File: config.mk
export PLATFORM = sky130hd
export DESIGN_NAME = srq_status_top
export DESIGN_NICKNAME = d
export VERILOG_FILES = /design/src/rtl/srq_pkg.sv /design/src/rtl/srq_link_if.sv /design/src/rtl/srq_status_top.sv /design/src/rtl/srq_std_event.sv /design/src/rtl/srq_err_queue.sv
export VERILOG_INCLUDE_DIRS = /design/src /design/src/rtl
export SDC_FILE = /design/constraint.sdc
export NUM_CORES = 1
export LEC_CHECK = 0
export BUFFER_PORTS_ARGS = -buffer_cell sky130_fd_sc_hd__buf_2
export CAP_MARGIN = 40
export CORE_ASPECT_RATIO = 1.1
export CORE_MARGIN = 3
export CORE_UTILIZATION = 45
export DETAILED_ROUTE_END_ITERATION = 16
export GPL_ROUTABILITY_DRIVEN = 0
export PLACE_DENSITY = 0.7
export REMOVE_ABC_BUFFERS = 1
export SETUP_SLACK_MARGIN = 0.02
export SLEW_MARGIN = 20
export SYNTH_ARGS = -nofsm -noshare
export SYNTH_HDL_FRONTEND = slang
export SYNTH_HIERARCHICAL = 1
export SYNTH_SLANG_ARGS = --single-unit
File: constraint.sdc
create_clock -name clk_in -period 8.07 [get_ports clk_in]
set_input_delay 2.0175 -clock clk_in [delete_from_list [all_inputs] [get_ports clk_in]]
set_output_delay 2.0175 -clock clk_in [all_outputs]
set_load 0.05 [all_outputs]
File: src/rtl/srq_defines.svh
// Purpose: constants of the status reporting block
// Assumes: bit n of every byte carries the weight 2**n
// Notes:   definitions only
`ifndef SRQ_DEFINES_SVH
`define SRQ_DEFINES_SVH

// standard event bit positions
`define SRQ_SEV_OPC       0
`define SRQ_SEV_QUERY     2
`define SRQ_SEV_DEVICE    3
`define SRQ_SEV_EXEC      4
`define SRQ_SEV_CMD       5
`define SRQ_SEV_PON       7
`define SRQ_SEV_USED      8'hbd
`define SRQ_SEV_RESET     8'h80
`define SRQ_ESE_RESET     8'h00

// status byte bit positions
`define SRQ_STB_ERRQ      2
`define SRQ_STB_QUES      3
`define SRQ_STB_MAV       4
`define SRQ_STB_ESB       5
`define SRQ_STB_MSS       6
`define SRQ_STB_OPER      7
`define SRQ_SRE_RESET     8'h00
`define SRQ_SRE_USED      8'hbc

// error queue
`define SRQ_ERRQ_DEPTH    8
`define SRQ_ERR_OVERFLOW  16'hfea2
`define SRQ_ERR_NONE      16'h0000

`endif

File: src/rtl/srq_pkg.sv
// Purpose: shared types of the status reporting block
// Assumes: nothing
// Notes:   constants live in srq_defines.svh
`default_nettype none
package srq_pkg;
    typedef logic [7:0]         srq_byte_type;
    typedef logic signed [15:0] srq_err_type;
endpackage
`default_nettype wire

File: src/rtl/srq_link_if.sv
// Purpose: carriers between the top and its two leaf modules
// Assumes: one clock
// Notes:   ctl is the top side, leaf is the worker side
`default_nettype none
interface srq_sev_if;
    srq_pkg::srq_byte_type ev;
    logic                  rd;
    logic                  cls;
    logic                  ese_wr;
    srq_pkg::srq_byte_type ese_wdata;
    srq_pkg::srq_byte_type latch;
    srq_pkg::srq_byte_type ese;
    logic                  summary;
    modport ctl  (output ev, rd, cls, ese_wr, ese_wdata, input latch, ese, summary);
    modport leaf (input ev, rd, cls, ese_wr, ese_wdata, output latch, ese, summary);
endinterface

interface srq_errq_if;
    logic                 push;
    srq_pkg::srq_err_type push_code;
    logic                 pop;
    logic                 clr;
    srq_pkg::srq_err_type head;
    logic                 not_empty;
    modport ctl  (output push, push_code, pop, clr, input head, not_empty);
    modport leaf (input push, push_code, pop, clr, output head, not_empty);
endinterface
`default_nettype wire

File: src/rtl/srq_status_top.sv
// Purpose: status byte, standard event group, service request and error queue
// Assumes: strobes and event inputs are one-cycle pulses synchronous to clk_in
// Notes:   query answers appear one edge after the strobe and stand until the next
//
// Operation
// - standard event latch is read-only; every read returns it then clears it, except bits set by an event in the same cycle
// - bit 0 set when all commands through operation-complete have run
// - bit 2 set on query faults: empty read, interrupted query, buffers full
// - bit 3 set on device-specific faults including self-test and calibration
// - bit 4 set when a command fails during execution
// - bit 5 set when a received command has a syntax error
// - bit 7 set after power-up, held until read or cleared
// - event enable mask is read/write and gates latched bits into summary
// - status bit 2 high while error queue holds entries; queries or clear status remove them
// - status bit 3 is OR of enabled questionable event bits
// - status bit 4 high while the output queue holds unread messages
// - status bit 5 is OR of enabled standard event bits
// - status bit 7 is OR of enabled operation event bits
// - master summary is unlatched OR of status bits under service enable mask
// - status query returns master summary in bit 6, disturbs nothing
// - a service request drives the request line and latches bit 6
// - serial poll returns latched request bit 6, clears it, leaves others
// - error queue is first-in first-out; overflow rewrites newest entry
// - a set event bit ignores further occurrences of the same event
// - masks and reads are binary weighted, bit n weighs two to the n
`default_nettype none
`include "srq_defines.svh"
module srq_status_top #(
    parameter int GRP_W      = 16,
    parameter int ERRQ_DEPTH = `SRQ_ERRQ_DEPTH
) (
    // clock and reset
    input  wire logic                  clk_in,
    input  wire logic                  sys_rst_in,
    // standard event sources
    input  wire logic                  opc_done_in,
    input  wire logic                  query_err_in,
    input  wire logic                  device_err_in,
    input  wire logic                  exec_err_in,
    input  wire logic                  cmd_err_in,
    // standard event register access
    input  wire logic                  sev_rd_in,
    input  wire logic                  clear_status_in,
    output logic [7:0]                 sev_data_out,
    input  wire logic                  ese_wr_in,
    input  wire logic [7:0]            ese_data_in,
    output logic [7:0]                 ese_out,
    // group summaries from outside
    input  wire logic [GRP_W-1:0]      ques_event_in,
    input  wire logic [GRP_W-1:0]      ques_enable_in,
    input  wire logic [GRP_W-1:0]      oper_event_in,
    input  wire logic [GRP_W-1:0]      oper_enable_in,
    input  wire logic                  out_queue_busy_in,
    // status byte and service request
    input  wire logic                  sre_wr_in,
    input  wire logic [7:0]            sre_data_in,
    output logic [7:0]                 sre_out,
    input  wire logic                  stb_rd_in,
    output logic [7:0]                 stb_out,
    input  wire logic                  spoll_in,
    output logic [7:0]                 spoll_out,
    output logic                       srq_out,
    // error queue
    input  wire logic                  err_push_in,
    input  wire logic [15:0]           err_code_in,
    input  wire logic                  err_rd_in,
    output logic [15:0]                err_code_out
);
    srq_sev_if  sev ();
    srq_errq_if eq ();

    srq_std_event u_sev (
        .clk_in     (clk_in),
        .sys_rst_in (sys_rst_in),
        .sev        (sev.leaf)
    );

    srq_err_queue #(
        .DEPTH (ERRQ_DEPTH)
    ) u_errq (
        .clk_in     (clk_in),
        .sys_rst_in (sys_rst_in),
        .eq         (eq.leaf)
    );

    // status byte assembly
    srq_pkg::srq_byte_type sb;
    logic                  master_summary;
    logic                  mss_rise;

    // registered state
    srq_pkg::srq_byte_type sev_data_r;
    srq_pkg::srq_byte_type sev_data_nxt;
    srq_pkg::srq_byte_type sre_r;
    srq_pkg::srq_byte_type sre_nxt;
    srq_pkg::srq_byte_type stb_r;
    srq_pkg::srq_byte_type stb_nxt;
    srq_pkg::srq_byte_type spoll_r;
    srq_pkg::srq_byte_type spoll_nxt;
    logic                  rqs_r;
    logic                  rqs_nxt;
    logic                  mss_prev_r;
    srq_pkg::srq_err_type  err_r;
    srq_pkg::srq_err_type  err_nxt;

    // event vector, one bit per weighted position
    always_comb begin
        sev.ev                  = 8'h00;
        sev.ev[`SRQ_SEV_OPC]    = opc_done_in;
        sev.ev[`SRQ_SEV_QUERY]  = query_err_in;
        sev.ev[`SRQ_SEV_DEVICE] = device_err_in;
        sev.ev[`SRQ_SEV_EXEC]   = exec_err_in;
        sev.ev[`SRQ_SEV_CMD]    = cmd_err_in;
    end

    assign sev.rd        = sev_rd_in;
    assign sev.cls       = clear_status_in;
    assign sev.ese_wr    = ese_wr_in;
    assign sev.ese_wdata = ese_data_in;

    assign eq.push      = err_push_in;
    assign eq.push_code = err_code_in;
    assign eq.pop       = err_rd_in;
    assign eq.clr       = clear_status_in;

    always_comb begin
        sb                = 8'h00;
        sb[`SRQ_STB_ERRQ] = eq.not_empty;
        sb[`SRQ_STB_QUES] = |(ques_event_in & ques_enable_in);
        sb[`SRQ_STB_MAV]  = out_queue_busy_in;
        sb[`SRQ_STB_ESB]  = sev.summary;
        sb[`SRQ_STB_OPER] = |(oper_event_in & oper_enable_in);
    end

    // real-time summary, never latched
    assign master_summary      = |(sb & sre_r & `SRQ_SRE_USED);
    assign mss_rise = master_summary && !mss_prev_r;

    always_comb begin
        sev_data_nxt = sev_rd_in ? sev.latch : sev_data_r;
        sre_nxt      = sre_wr_in ? (sre_data_in & `SRQ_SRE_USED) : sre_r;
        stb_nxt      = stb_r;
        if (stb_rd_in) begin
            stb_nxt                = sb;
            stb_nxt[`SRQ_STB_MSS]  = master_summary;
        end
        spoll_nxt = spoll_r;
        if (spoll_in) begin
            spoll_nxt               = sb;
            spoll_nxt[`SRQ_STB_MSS] = rqs_r;
        end
        // a new rise wins over the poll that clears
        rqs_nxt = mss_rise || (rqs_r && !spoll_in);
        err_nxt = err_rd_in ? eq.head : err_r;
    end

    always_ff @(posedge clk_in) begin
        if (sys_rst_in) begin
            sev_data_r <= 8'h00;
            sre_r      <= `SRQ_SRE_RESET;
            stb_r      <= 8'h00;
            spoll_r    <= 8'h00;
            rqs_r      <= 1'b0;
            mss_prev_r <= 1'b0;
            err_r      <= `SRQ_ERR_NONE;
        end else begin
            sev_data_r <= sev_data_nxt;
            sre_r      <= sre_nxt;
            stb_r      <= stb_nxt;
            spoll_r    <= spoll_nxt;
            rqs_r      <= rqs_nxt;
            mss_prev_r <= master_summary;
            err_r      <= err_nxt;
        end
    end

    assign sev_data_out = sev_data_r;
    assign ese_out      = sev.ese;
    assign sre_out      = sre_r;
    assign stb_out      = stb_r;
    assign spoll_out    = spoll_r;
    assign srq_out      = rqs_r;
    assign err_code_out = err_r;
endmodule
`default_nettype wire

File: src/rtl/srq_std_event.sv
// Purpose: standard event latch, its enable mask and group summary
// Assumes: event pulses are one cycle wide
// Notes:   read and clear return the latch to zero, except bits set by an event in the same cycle
`default_nettype none
`include "srq_defines.svh"
module srq_std_event (
    // clock and reset
    input  wire logic clk_in,
    input  wire logic sys_rst_in,
    // carrier
    srq_sev_if.leaf   sev
);
    srq_pkg::srq_byte_type latch_r;
    srq_pkg::srq_byte_type latch_nxt;
    srq_pkg::srq_byte_type ese_r;
    srq_pkg::srq_byte_type ese_nxt;

    always_comb begin
        // set wins over the clearing read
        latch_nxt = ((sev.rd || sev.cls) ? 8'h00 : latch_r)
                    | (sev.ev & `SRQ_SEV_USED);
        ese_nxt = sev.ese_wr ? sev.ese_wdata : ese_r;
    end

    always_ff @(posedge clk_in) begin
        if (sys_rst_in) begin
            latch_r <= `SRQ_SEV_RESET;
            ese_r   <= `SRQ_ESE_RESET;
        end else begin
            latch_r <= latch_nxt;
            ese_r   <= ese_nxt;
        end
    end

    assign sev.latch   = latch_r;
    assign sev.ese     = ese_r;
    assign sev.summary = |(latch_r & ese_r);
endmodule
`default_nettype wire

File: src/rtl/srq_err_queue.sv
// Purpose: first-in first-out error queue
// Assumes: push and pop may come in the same cycle
// Notes:   a push into a full queue rewrites the newest entry
`default_nettype none
`include "srq_defines.svh"
module srq_err_queue #(
    parameter int DEPTH = `SRQ_ERRQ_DEPTH
) (
    // clock and reset
    input  wire logic clk_in,
    input  wire logic sys_rst_in,
    // carrier
    srq_errq_if.leaf  eq
);
    localparam int AW = $clog2(DEPTH);

    srq_pkg::srq_err_type mem_r   [DEPTH];
    srq_pkg::srq_err_type mem_nxt [DEPTH];
    logic [AW-1:0]        rd_r;
    logic [AW-1:0]        rd_nxt;
    logic [AW-1:0]        wr_r;
    logic [AW-1:0]        wr_nxt;
    logic [AW:0]          cnt_r;
    logic [AW:0]          cnt_nxt;
    logic                 full;
    logic                 do_pop;
    logic [AW-1:0]        last;

    assign full   = (cnt_r == (AW+1)'(DEPTH));
    assign do_pop = eq.pop && (cnt_r != '0);
    assign last   = (wr_r == '0) ? AW'(DEPTH - 1) : wr_r - 1'b1;

    function automatic logic [AW-1:0] step(input logic [AW-1:0] p);
        step = (p == AW'(DEPTH - 1)) ? '0 : p + 1'b1;
    endfunction

    generate
        for (genvar i = 0; i < DEPTH; i++) begin : g_ent
            always_comb begin
                mem_nxt[i] = mem_r[i];
                if (eq.push && full && !do_pop && last == AW'(i)) begin
                    mem_nxt[i] = `SRQ_ERR_OVERFLOW;
                end else if (eq.push && (!full || do_pop) && wr_r == AW'(i)) begin
                    mem_nxt[i] = eq.push_code;
                end
            end
            always_ff @(posedge clk_in) begin
                mem_r[i] <= mem_nxt[i];
            end
        end
    endgenerate

    always_comb begin
        rd_nxt  = do_pop ? step(rd_r) : rd_r;
        wr_nxt  = (eq.push && (!full || do_pop)) ? step(wr_r) : wr_r;
        cnt_nxt = cnt_r;
        if (eq.push && !full && !do_pop) begin
            cnt_nxt = cnt_r + 1'b1;
        end else if (do_pop && !eq.push) begin
            cnt_nxt = cnt_r - 1'b1;
        end
        if (eq.clr) begin
            rd_nxt  = '0;
            wr_nxt  = '0;
            cnt_nxt = '0;
        end
    end

    always_ff @(posedge clk_in) begin
        if (sys_rst_in) begin
            rd_r  <= '0;
            wr_r  <= '0;
            cnt_r <= '0;
        end else begin
            rd_r  <= rd_nxt;
            wr_r  <= wr_nxt;
            cnt_r <= cnt_nxt;
        end
    end

    assign eq.head      = (cnt_r == '0) ? `SRQ_ERR_NONE : mem_r[rd_r];
    assign eq.not_empty = (cnt_r != '0);
endmodule
`default_nettype wire

==> summary.md <==
| Metric | Value |
|---|---|
| Crit path max fanout | `25` |
| Setup repair after global routing missed its margin | `no` |
| Number of warnings printed during yosys synthesis | `6` |
| Count of input and output buffers | `158` |
| Maximum number of pins on one net before global-route repair | `59` |
| Endpoints failing setup | `0` |
| Worst setup slack for register-to-register paths | `5.33 ns` |
| Syn Area/Cell | `13.2 um^2` |
| Final critical-path setup slack | `4.37 ns` |
| Initial core utilization | `46.0%` |
| Post-CTS setup buffers | `0` |
| Nature of the critical path endpoint | `flop` |
| Most common cell after layout, fill and taps aside | `buf_2` |
| Critical path cell sequence | `buf_2 -> buf_4 -> or2_1 -> nand3_1 -> a21boi_4` |
| Final Routed Wirelength | `21800 um` |
| # nets final | `971` |
| Antenna violations before repair | `4` |
| Seq/Total Area, Yosys | `57.4%` |
| Longest individual stage delay on the worst path | `0.66 ns` |
| Most used cells in the layout excluding fill and tap cells | `158 x buf_2, 128 x edfxtp_1, 72 x nor2_1, 69 x dfxtp_1, 62 x mux2i_1` |
| Cell area after synthesis | `0.00914 mm^2` |
| Chip Width | `142 um` |
| Final setup TNS | `0 ns` |
| Die area | `0.0221 mm^2` |
| Clock transition at the registers of the reported paths | `0.08 ns` |
| Maximum VDD drop | `0.000166 V` |
| MaxCap Viol Count | `0` |
| Fraction of final layout cells with drive strength greater than 1 | `31.1%` |
| Launch instance of the worst register-to-register path | `u_errq/wr_r[0]` |
| Number of instances resized during post-cts repair | `0` |
| Place WS | `3.93 ns` |
| Core ar. | `0.0199 mm^2` |
| Share of the core filled with cells | `54.6%` |
| Number of top-level pins | `169` |
| Height of the chip | `155 um` |
| Last element of the critical path | `u_errq/mem_r[6][0]` |
| Detail Route Antenna Nets | `0` |
| First-pass iteration count of the detailed router | `5` |
| Clock network latency to the later pin of the worst-skew pair | `0.43 ns` |
| Clock skew | `0.0118 ns` |
| Min-delay worst type | `flop to flop` |
| Sinks on Clock Net | `198` |
| Result of the run | `complete, no violations` |
| Tcrit/Tclk final | `45.9%` |
| First-pass GRT wire length | `32700 um` |
| Average via count per standard cell | `5.28` |
| Cells on worst reg2reg path | `7` |
| Area overhead of the layout relative to synthesis | `18.6%` |
| Number of global-route vias before repair | `5886` |
| TritonCTS clock tree | `done` |
| Post-synthesis instance total | `690` |
| Number of flops mapped to enable cells by yosys | `128` |
| P per Cell Area | `210 mW/mm^2` |
| Clock root buffer | `clkbuf_16` |
| Standard-cell row count | `54` |
| Number of vias after detailed routing | `5877` |
| WL/cell | `19.6 um` |
| Hold Violations, Final | `0` |
| Worst path top cell family by delay | `compound AO/OA/AOI/OAI gates` |
| WP data required | `8.12 ns` |
| Total buffers and inverters traversed by the critical path | `2` |
| Critical path's slowest cell | `a21boi_4` |
| Static leakage | `4.37 nW` |
| DP HPWL | `14900 um` |
| Final critical path time including I/O delays and setup | `3.70 ns` |
| Layout filler cell count | `1664` |
| Number of CTS-inserted buffers | `17` |
| Total congestion overflow | `0` |
| Tightest slew margin relative to the limit | `48.2%` |
| Number of synthesized register bits | `198` |
| Total routing usage reported by global routing | `19.8%` |
| Max-slew violation count | `0` |
| First DRT Iteration DRCs | `371` |
| Worst slew pin tran | `0.775 ns` |
| Start point of the critical path | `err_rd_in` |
| Endpoint of the worst register-to-register path | `u_errq/mem_r[5][0]` |
| Ys flop type | `edfxtp_1` |
| Number of distinct standard cells referenced by the synthesized netlist | `59` |
| Kind of start point of the critical path | `input port` |
| Logic depth of the worst setup path including buffers | `5` |
| CP Class | `input port to flop` |
| DRC | `0` |
| Share of synthesized registers carrying an async set or reset | `0%` |
| Htree depth | `4` |
| Arrival time of data at the critical path endpoint | `3.75 ns` |
| Maximum clock frequency | `0.270 GHz` |
| Buffers from clock root to sink, at most | `2` |
| Hold-fix buffers at CTS | `0` |
-- metal layers --
metal / wire length (um) / up-vias / GRT usage [%] / share of wire (%)
met2: 11500 / 242 / 36.4 / 53
met3: 1700 / 28 / 3.87 / 7.8
met4: 364 / 4 / 6.44 / 1.7
li1: - / 2811 / - / -
met1: 8200 / 2792 / 23.1 / 38
met5: 25 / - / 0 / 0.11
-- logic make-up (layout without fill, tap and decap cells) --
family          after synthesis  count (layout)  share of synthesized area [%]
flops                       198             198                           57.4
xor+xnor                      3               3                          0.288
compound gates               59              59                           5.37
other cells                   2              13                         0.0822
mux                          94              94                           14.7
simple gates                262             262                           17.0
fa+ha+maj                    13              13                           1.86
buf+inv                      59             220                           3.34
-- synth_stat cells, drive strengths merged, types with 14 or more instances --
library cell | count | area (um^2)
or2b | 45 | 338
nand2b | 38 | 238
nor2 | 73 | 290
a21oi | 14 | 70.1
mux4 | 32 | 721
nand3 | 15 | 75.1
dfxtp | 70 | 1400
and2 | 49 | 312
clkbuf | 23 | 91.3
edfxtp | 128 | 3840
mux2i | 62 | 621
buf | 26 | 176
-- final cells by class --
cell class	instances	area, um^2	area share (%)
Antenna cell	3	7.51	0.0693
Clock buffer	17	425	3.92
Clock inverter	15	171	1.58
Inverter	10	37.5	0.346
Multi-Input combinational cell	441	3660	33.8
Sequential cell	198	5250	48.4
Tap cell	252	315	2.91
Timing Repair Buffer	178	975	8.99
-- registers in the layout, summed over array words and instances, names as in the netlist, 4 cells and up, named ones only --
signal / count
stb_out: 6
u_sev/sev.latch: 6
err_code_out: 16
spoll_out: 6
u_sev/sev.ese: 8
u_errq/mem_r: 128
sev_data_out: 8
sre_out: 5
u_errq/cnt_r: 4
-- how the worst min path moves through the flow --
| stage | from | endpoint | slack (ns) | depth (start not counted) |
|---|---|---|---|---|
| floorplan | u_errq/rd_r[1] | flop | 0.45 | 2 |
| finish | mss_prev_r | srq_out | 0.47 | 2 |
| global placement | mss_prev_r | srq_out | 0.46 | 2 |
| detailed placement | mss_prev_r | srq_out | 0.47 | 2 |
| global route | mss_prev_r | srq_out | 0.50 | 2 |
| CTS | mss_prev_r | srq_out | 0.48 | 2 |
-- per-stage QoR --
stage	instance area (um^2)	power, mW	std cells	hold WS (ns)
final	10800	2.28	1114	0.470
after global routing	10800	2.37	1113	0.498
after CTS	10800	2.31	1111	0.477
after detailed placement	10200	1.45	1079	0.468
after global placement	10100	1.45	1071	0.461
after floorplan	8900	1.34	649	0.450
-- report_power, final --
part           internal (mW)  total (mW)  switching [mW]
registers               1.11        1.13          0.0190
logic                  0.113       0.298           0.185
clock network          0.466       0.854           0.388
total                   1.69        2.28           0.592
-- worst register-to-register path: cells and delay by family (launching register included) --
family | cells | cell delay, ns
AOI/OAI and AO/OA | 1 | 0.51
adders and majority gates | 1 | 0.35
buffers and inverters | 2 | 0.45
DFF | 1 | 0.37
and+or+nand+nor | 3 | 0.81
Note: power is estimated with default switching activity, not from simulation.
